$ cat src/hw/rtc_flags_pkg.sv
// Constants and carrier types for the RTC flags and control register
package rtc_flags_pkg;

	// Clock and register placement
	localparam int        CLK_PERIOD_NS     = 10;
	localparam logic [7:0] FLAGS_OFFSET     = 8'h00;

	// Bit positions inside the flags and control register
	localparam int DOG_BIT    = 7;
	localparam int ALARM_BIT  = 6;
	localparam int DROP_BIT   = 5;
	localparam int XTAL_BIT   = 4;
	localparam int CAL_BIT    = 2;
	localparam int WRITE_BIT  = 1;
	localparam int READ_BIT   = 0;

	// Times in their own units and derived cycle counts
	localparam int OSC_WINDOW_MS        = 5;
	localparam int OSC_WINDOW_CYCLES    = OSC_WINDOW_MS * 1000000 / CLK_PERIOD_NS;
	localparam int CAL_FREQ_HZ          = 512;
	localparam int CAL_HALF_CYCLES      = 1000000000 / (CLK_PERIOD_NS * CAL_FREQ_HZ * 2);
	localparam int CLEAR_SETTLE_TIME_NS = 1000;
	localparam int CLEAR_SETTLE_CYCLES  = (CLEAR_SETTLE_TIME_NS + CLK_PERIOD_NS - 1) / CLK_PERIOD_NS;

	// Counter widths
	localparam int WIN_W    = 20;
	localparam int CALCNT_W = 17;
	localparam int SETTLE_W = 8;

	// Values after reset
	localparam logic       CAL_RESET   = 1'b0;
	localparam logic       WRITE_RESET = 1'b0;
	localparam logic       READ_RESET  = 1'b0;
	localparam logic [7:0] RDATA_RESET = 8'h00;

	// Event pulses from the watchdog, alarm comparator and supply monitor
	typedef struct packed {
		logic dog_zero;
		logic alarm_hit;
		logic supply_drop;
	} rtc_event_type;

	// Host access strobes to the register
	typedef struct packed {
		logic [7:0] addr;
		logic       wr;
		logic       rd;
		logic [7:0] wdata;
	} reg_req_type;

endpackage : rtc_flags_pkg

$ cat src/hw/rtc_flags_control_reg.sv
// Flags and control register of the real time clock
`timescale 1ns/1ns
module rtc_flags_control_reg #(
	parameter logic [19:0]   OSC_WINDOW = 20'(rtc_flags_pkg::OSC_WINDOW_CYCLES),
	parameter logic [16:0]   CAL_HALF   = 17'(rtc_flags_pkg::CAL_HALF_CYCLES)
) (
	// Clock and power-up reset
	input  wire logic                        MCLK,
	input  wire logic                        RESETN,
	// Register access from the serial host interface
	input  wire rtc_flags_pkg::reg_req_type  REG_REQ,
	output logic      [7:0]                  REG_RDATA,
	// Events from the time keeping logic
	input  wire rtc_flags_pkg::rtc_event_type EVENTS,
	input  wire logic                        OSC_ENABLED,
	input  wire logic                        OSC_RUNNING,
	input  wire logic                        XTAL_STOPPED_KEPT,
	input  wire logic                        INT_NORMAL,
	// Controls to the rest of the clock
	output logic                             INT_OUT,
	output logic                             HOLD_USER_REGS,
	output logic                             LOAD_COUNTERS,
	output logic                             FREEZE_SNAPSHOT,
	output logic                             XTAL_STOPPED_FLAG
);

	typedef struct packed {
		logic                                 dog_expired_flag;
		logic                                 alarm_hit_flag;
		logic                                 supply_drop_flag;
		logic                                 xtal_stopped_flag;
		logic                                 cal_q;
		logic                                 wr_q;
		logic                                 rd_q;
		logic [2:0]                           pend;
		logic                                 settle_busy;
		logic [rtc_flags_pkg::SETTLE_W-1:0]   settle_cnt;
		logic [rtc_flags_pkg::WIN_W-1:0]      win_cnt;
		logic                                 win_done;
		logic                                 osc_seen;
		logic [rtc_flags_pkg::CALCNT_W-1:0]   cal_cnt;
		logic                                 cal_wave;
		logic                                 int_out;
		logic                                 load_pulse;
		logic [7:0]                           rdata;
		logic                                 osc_s1;
		logic                                 osc_s2;
	} state_type;

	state_type s_q;
	state_type s_d;
	logic      wr_hit;
	logic      rd_hit;
	logic [2:0] ev;

	assign wr_hit = REG_REQ.wr && (REG_REQ.addr == rtc_flags_pkg::FLAGS_OFFSET);
	assign rd_hit = REG_REQ.rd && (REG_REQ.addr == rtc_flags_pkg::FLAGS_OFFSET);
	assign ev     = {EVENTS.dog_zero, EVENTS.alarm_hit, EVENTS.supply_drop};

	// Next state of the whole block
	always_comb begin
		s_d = s_q;
		s_d.osc_s1 = OSC_RUNNING;
		s_d.osc_s2 = s_q.osc_s1;
		s_d.load_pulse = 1'b0;
		// Reads capture the old value, then clear the event flags
		if (rd_hit) begin
			s_d.rdata = {s_q.dog_expired_flag, s_q.alarm_hit_flag, s_q.supply_drop_flag,
				s_q.xtal_stopped_flag, 1'b0, s_q.cal_q, s_q.wr_q, s_q.rd_q};
			s_d.dog_expired_flag = 1'b0;
			s_d.alarm_hit_flag   = 1'b0;
			s_d.supply_drop_flag = 1'b0;
		end else if (REG_REQ.rd) begin
			s_d.rdata = 8'h00; // Unmapped address reads zero
		end
		// Host writes: control bits stored, event flags read only, a zero to the oscillator flag starts its clear
		if (wr_hit) begin
			s_d.cal_q = REG_REQ.wdata[rtc_flags_pkg::CAL_BIT];
			s_d.wr_q  = REG_REQ.wdata[rtc_flags_pkg::WRITE_BIT];
			s_d.rd_q  = REG_REQ.wdata[rtc_flags_pkg::READ_BIT];
			if (s_q.wr_q && !REG_REQ.wdata[rtc_flags_pkg::WRITE_BIT]) begin
				s_d.load_pulse = 1'b1;
			end
			// A zero written to the oscillator flag only starts the settle timer
			if (!REG_REQ.wdata[rtc_flags_pkg::XTAL_BIT] && s_q.xtal_stopped_flag && !s_q.settle_busy) begin
				s_d.settle_busy = 1'b1;
				s_d.settle_cnt  = rtc_flags_pkg::SETTLE_W'(rtc_flags_pkg::CLEAR_SETTLE_CYCLES);
			end
		end
		// Settle countdown; the only path that clears the oscillator flag
		if (s_q.settle_busy) begin
			if (s_q.settle_cnt == 8'h01) begin
				s_d.settle_busy       = 1'b0;
				s_d.xtal_stopped_flag = 1'b0;
			end else begin
				s_d.settle_cnt = s_q.settle_cnt - 8'h01;
			end
		end
		// Events park while the write bit holds the register; set wins over read clear
		if (s_q.wr_q) begin
			s_d.pend = s_q.pend | ev;
		end else begin
			s_d.pend = 3'h0;
			if (ev[2] || s_q.pend[2]) begin
				s_d.dog_expired_flag = 1'b1;
			end
			if (ev[1] || s_q.pend[1]) begin
				s_d.alarm_hit_flag = 1'b1;
			end
			if (ev[0] || s_q.pend[0]) begin
				s_d.supply_drop_flag = 1'b1;
			end
		end
		// Oscillator watch window after power-up; set wins over the settle clear
		if (!s_q.win_done) begin
			if (s_q.osc_s2) begin
				s_d.osc_seen = 1'b1;
			end
			s_d.win_cnt = s_q.win_cnt + 20'h0_0001;
			if (s_q.win_cnt == OSC_WINDOW - 20'h0_0001) begin
				s_d.win_done = 1'b1;
				if (OSC_ENABLED && !s_q.osc_seen && !s_q.osc_s2) begin
					s_d.xtal_stopped_flag = 1'b1;
				end
			end
		end
		// Calibration square wave, toggled every half period
		if (s_q.cal_q) begin
			if (s_q.cal_cnt == CAL_HALF - 17'h0_0001) begin
				s_d.cal_cnt  = 17'h0_0000;
				s_d.cal_wave = !s_q.cal_wave;
			end else begin
				s_d.cal_cnt = s_q.cal_cnt + 17'h0_0001;
			end
		end else begin
			s_d.cal_cnt  = 17'h0_0000;
			s_d.cal_wave = 1'b0;
		end
		// Pin shows the wave in calibration mode, the interrupt otherwise
		s_d.int_out = s_q.cal_q ? s_q.cal_wave : INT_NORMAL;
	end

	// State register; the oscillator flag reloads its retained copy at power-up
	always_ff @(posedge MCLK) begin
		if (!RESETN) begin
			s_q                   <= '0;
			s_q.cal_q             <= rtc_flags_pkg::CAL_RESET;
			s_q.wr_q              <= rtc_flags_pkg::WRITE_RESET;
			s_q.rd_q              <= rtc_flags_pkg::READ_RESET;
			s_q.rdata             <= rtc_flags_pkg::RDATA_RESET;
			s_q.xtal_stopped_flag <= XTAL_STOPPED_KEPT;
		end else begin
			s_q <= s_d;
		end
	end

	// Outputs all come from flip-flops
	assign REG_RDATA         = s_q.rdata;
	assign INT_OUT           = s_q.int_out;
	assign HOLD_USER_REGS    = s_q.wr_q;
	assign LOAD_COUNTERS     = s_q.load_pulse;
	assign FREEZE_SNAPSHOT   = s_q.rd_q;
	assign XTAL_STOPPED_FLAG = s_q.xtal_stopped_flag;

	// Checks next to the logic they guard
	AST_DOG_SET: assert property (@(posedge MCLK) disable iff (!RESETN)
		EVENTS.dog_zero && !s_q.wr_q |=> s_q.dog_expired_flag)
		else $error("watchdog flag not set");
	AST_DOG_READ_CLEAR: assert property (@(posedge MCLK) disable iff (!RESETN)
		rd_hit && !EVENTS.dog_zero && !s_q.pend[2] |=> !s_q.dog_expired_flag && REG_RDATA[7] == $past(s_q.dog_expired_flag))
		else $error("watchdog flag read clear wrong");
	AST_ALARM_SET: assert property (@(posedge MCLK) disable iff (!RESETN)
		EVENTS.alarm_hit && !s_q.wr_q |=> s_q.alarm_hit_flag)
		else $error("alarm flag not set");
	AST_XTAL_WINDOW: assert property (@(posedge MCLK) disable iff (!RESETN)
		$rose(s_q.win_done) && !$past(s_q.osc_seen) && !$past(s_q.osc_s2) && $past(OSC_ENABLED) |-> s_q.xtal_stopped_flag)
		else $error("oscillator fail flag not set after window");
	AST_XTAL_NO_SELF_CLEAR: assert property (@(posedge MCLK) disable iff (!RESETN)
		$fell(s_q.xtal_stopped_flag) |-> $past(s_q.settle_busy) && $past(s_q.settle_cnt) == 8'h01)
		else $error("oscillator flag cleared without settle");
	AST_XTAL_SETTLE: assert property (@(posedge MCLK) disable iff (!RESETN)
		wr_hit && !REG_REQ.wdata[4] && s_q.xtal_stopped_flag && !s_q.settle_busy |=> s_q.xtal_stopped_flag [*8])
		else $error("oscillator flag cleared too early");
	AST_CAL_TOGGLE: assert property (@(posedge MCLK) disable iff (!RESETN)
		s_q.cal_q && $past(s_q.cal_q) && s_q.cal_cnt == 17'h0_0000 |-> $changed(s_q.cal_wave))
		else $error("calibration wave did not toggle");
	AST_INT_NORMAL: assert property (@(posedge MCLK) disable iff (!RESETN)
		!s_q.cal_q |=> INT_OUT == $past(INT_NORMAL))
		else $error("interrupt pin not normal");
	AST_CAL_RESET: assert property (@(posedge MCLK) disable iff (!RESETN)
		$rose(RESETN) |-> !s_q.cal_q && !s_q.wr_q && !s_q.rd_q)
		else $error("control bits not zero after power-up");
	AST_LOAD: assert property (@(posedge MCLK) disable iff (!RESETN)
		wr_hit && s_q.wr_q && !REG_REQ.wdata[1] |=> LOAD_COUNTERS ##1 !LOAD_COUNTERS)
		else $error("counter load pulse missing");
	AST_HOLD: assert property (@(posedge MCLK) disable iff (!RESETN)
		s_q.wr_q && !s_q.dog_expired_flag && !rd_hit && !wr_hit |=> !s_q.dog_expired_flag)
		else $error("flag updated while write bit held");
	AST_FREEZE: assert property (@(posedge MCLK) disable iff (!RESETN)
		wr_hit |=> FREEZE_SNAPSHOT == $past(REG_REQ.wdata[0]))
		else $error("snapshot control wrong");

	COV_READ_CLEAR: cover property (@(posedge MCLK) disable iff (!RESETN)
		s_q.dog_expired_flag && rd_hit ##1 !s_q.dog_expired_flag);
	COV_XTAL_CLEAR: cover property (@(posedge MCLK) disable iff (!RESETN)
		$fell(s_q.xtal_stopped_flag));
	COV_CAL: cover property (@(posedge MCLK) disable iff (!RESETN)
		s_q.cal_q && $changed(s_q.cal_wave));
	COV_LOAD: cover property (@(posedge MCLK) disable iff (!RESETN)
		LOAD_COUNTERS);

endmodule : rtc_flags_control_reg

$ cat config.mk
export PLATFORM = sky130hd
export DESIGN_NAME = rtc_flags_control_reg
export DESIGN_NICKNAME = d
export VERILOG_FILES = /design/src/hw/rtc_flags_pkg.sv /design/src/hw/rtc_flags_control_reg.sv
export SDC_FILE = /design/constraint.sdc
export NUM_CORES = 1
export LEC_CHECK = 0
export ABC_AREA = 1
export BUFFER_PORTS_ARGS = -buffer_cell sky130_fd_sc_hd__buf_4
export CORE_MARGIN = 2
export CORE_UTILIZATION = 40
export CTS_BUF_LIST = sky130_fd_sc_hd__clkbuf_8 sky130_fd_sc_hd__clkbuf_16
export DETAILED_ROUTE_END_ITERATION = 16
export GPL_TIMING_DRIVEN = 0
export SLEW_MARGIN = 0
export SYNTH_ARGS = -nofsm -noshare
export SYNTH_HDL_FRONTEND = slang
export SYNTH_SLANG_ARGS = --single-unit
$ cat constraint.sdc
create_clock -name MCLK -period 3.9 [get_ports MCLK]
set_clock_uncertainty 0.05 [all_clocks]
set_input_delay 0.39 -clock MCLK [delete_from_list [all_inputs] [get_ports MCLK]]
set_output_delay 0.39 -clock MCLK [all_outputs]
set_load 0.02 [all_outputs]
==> flow_summary.json <==
{
  "ys_warn_count": 0,
  "die_area_sq_mm": 0.00930,
  "setup_tns_ns": 0,
  "crit_type": "flop to flop",
  "peakVddDrop_v": 0.000225,
  "drtAntennaViolNets": 0,
  "finalHoldViolCount": 0,
  "fin_nets": 555,
  "numCtsBuffers": 9,
  "syn-num-nets": 511,
  "grt_setup_unrepaired": "no",
  "die_h_um": 96.5,
  "cts_resized": 0,
  "vias_per_cell": 4.71,
  "clkTransAtPathRegs_ns": 0.07,
  "antenna_found_initial": 0,
  "ys_seq_area_share_pct": 41.0,
  "synth.most_common_cell": "nand2_1",
  "grt_pass1_wl_um": 11900,
  "yosys-top-cells-area": "dfxtp_1 (41%), nand2_1 (11%), nor2_1 (7.6%), inv_1 (6.8%), nand3_1 (4.4%)",
  "finalPower_w": 0.00130,
  "crit_start": "s_q[13]",
  "place_congestion": 0.852,
  "dp_slack_ns": 2.31,
  "num_vias": 2986,
  "critPathRequiredTime_ns": 4.09,
  "dr.pass1.iters": 4,
  "start_util_pct": 41.4,
  "crit_arrival_ns": 1.67,
  "synth_edf_count": 0,
  "std_cell_rows": 33,
  "maxCapViolCount": 0,
  "routed_wl_um": 7130,
  "post_dp_cell_area_sq_mm": 0.00380,
  "fin_area_sq_mm": 0.00397,
  "cp_max_fo": 10,
  "fin_ws_ns": 2.42,
  "hpwl_um": 5370,
  "fin_crit_ns": 1.48,
  "crit_path_end_kind": "flop",
  "grt_pass1_vias": 2734,
  "cts.sink_count": 70,
  "track_usage_pct": 16.3,
  "drv_slew": 0,
  "finalSetupViolCount": 0,
  "async_flop_share_pct": 0,
  "synth_cell_types": 34,
  "p_per_area_mw_per_mm2": 328,
  "ys_ff_latch": 70,
  "num_antenna_cells": 0,
  "cts_tree": "built",
  "reg2reg_depth": 8,
  "ys_top_cells_by_count": "nand2_1 (99), dfxtp_1 (70), nor2_1 (69), inv_1 (62), nand3_1 (30)",
  "drt_iter0_drc": 80,
  "ys.flop_type": "dfxtp_1",
  "root_buffer": "clkbuf_8",
  "area_delta_synth_final_pct": 16.1,
  "core_sq_mm": 0.00826,
  "status": "completed",
  "post-route-period-util_pct": 38.0,
  "syn_inst": 480,
  "rr_startpoint": "s_q[13]",
  "synthesis.area_sq_mm": 0.00342,
  "grt-ovfl-total": 0,
  "die_w_um": 96.5,
  "hold_start": "REG_REQ[1]",
  "leakage_nw": 1.59,
  "drc": 0,
  "synth.avg_cell_area_sq_um": 7.12,
  "crit_path_start_kind": "flop",
  "cts_setup_buffers": 0,
  "regToRegSetupSlack_ns": 2.42,
  "boundaryPins": 40,
  "fmax_ghz": 0.674,
  "htree_num_levels": 3,
  "min_path_type": "input port to flop",
  "drive_gt1_share_pct": 19.3,
  "worstMarginPinSlew_ns": 0.570,
  "hold_buffers": 0,
  "wl_per_cell_um": 11.2,
  "yosysTopAreaCellShare_pct": 41.0,
  "slew-limit-headroom_pct": 62.0,
  "synth_largest_area_cell": "dfxtp_1",
  "hold_depth": 2,
  "clock_latency_ns": 0.34,
  "clockBufferDepth": 2,
  "grt_max_degree": 14,
  "port_buffers": 33
}
power breakdown:
group / switching (W) / internal, W / total, W
logic: 0.0000300 / 0.0000271 / 0.0000571
clock network: 0.000287 / 0.000230 / 0.000517
registers: 0.00000535 / 0.000722 / 0.000728
total: 0.000322 / 0.000979 / 0.00130
area by class of cell:
class | instances | area, sq um
clock buffer | 9 | 124
multi-input combinational | 329 | 1670
timing repair buffer | 33 | 248
inverter | 65 | 244
clock inverter | 7 | 48.8
sequential | 70 | 1400
buffer | 16 | 109
tap | 105 | 131
fill | 872 | 4290
metal layers:
| metal | global-route usage [%] | routed length, um |
|---|---|---|
| met4 | 4.11 | 50 |
| met2 | 27.4 | 3480 |
| met3 | 5.35 | 207 |
| met1 | 20.1 | 3390 |
| met5 | 0 | 0 |
flip-flops by register name (all words and copies together) (netlist names):
name               flops
s_d                    1
REG_RDATA              7
FREEZE_SNAPSHOT        1
HOLD_USER_REGS         1
LOAD_COUNTERS          1
INT_OUT                1
s_q                   57
XTAL_STOPPED_FLAG      1
cells by family (layout without fill, tap and decap cells):
| logic type | Yosys count | count (layout) | share of synthesized area, % |
|---|---|---|---|
| DFF | 70 | 70 | 41.0 |
| buffers and inverters | 81 | 130 | 10.3 |
| AOI/OAI and AO/OA | 54 | 54 | 8.71 |
| xor gates and xnor gates | 10 | 10 | 2.56 |
| and+or+nand+nor | 260 | 260 | 35.9 |
| adders and majority gates | 4 | 4 | 1.46 |
| other | 1 | 1 | 0.110 |
worst paths after layout:
kind              endpoint
max                s_q[15]
min          LOAD_COUNTERS
max reg2reg        s_q[15]
min reg2reg         s_q[0]
stage by stage:
step	std cells	util, %	hold WS, ns
floorplan	480	-	0.340
global placement	618	46.0	0.344
detailed placement	618	46.0	0.351
CTS	634	48.1	0.145
global route	634	48.1	0.147
finish	634	48.1	0.161
worst max-delay path, stage by stage (launching register included):
cell     delay (ns)
dfxtp_1        0.37
ha_1           0.21
nand2_2        0.11
nor2_1         0.10
and2_4         0.16
nand2_4        0.06
nand2_4        0.12
buf_12         0.15
nor2_2         0.03
placed cells by master, fill, tap and decap left out, types with 3 or more instances in the layout:
cell	instances
nand2_1	99
dfxtp_1	70
nor2_1	69
inv_1	62
buf_4	41
nand3_1	30
a21oi_1	29
nor2_2	15
o21ai_0	14
nand4_1	11
nor3_1	11
clkbuf_8	9
xor2_1	7
o22ai_1	7
nand2_2	5
clkbuf_1	5
nor3_2	4
nand3_2	4
ha_1	4
clkinvlp_4	4
inv_2	3
nor2_4	3
xnor2_1	3
(Power assumes the default switching activity.)
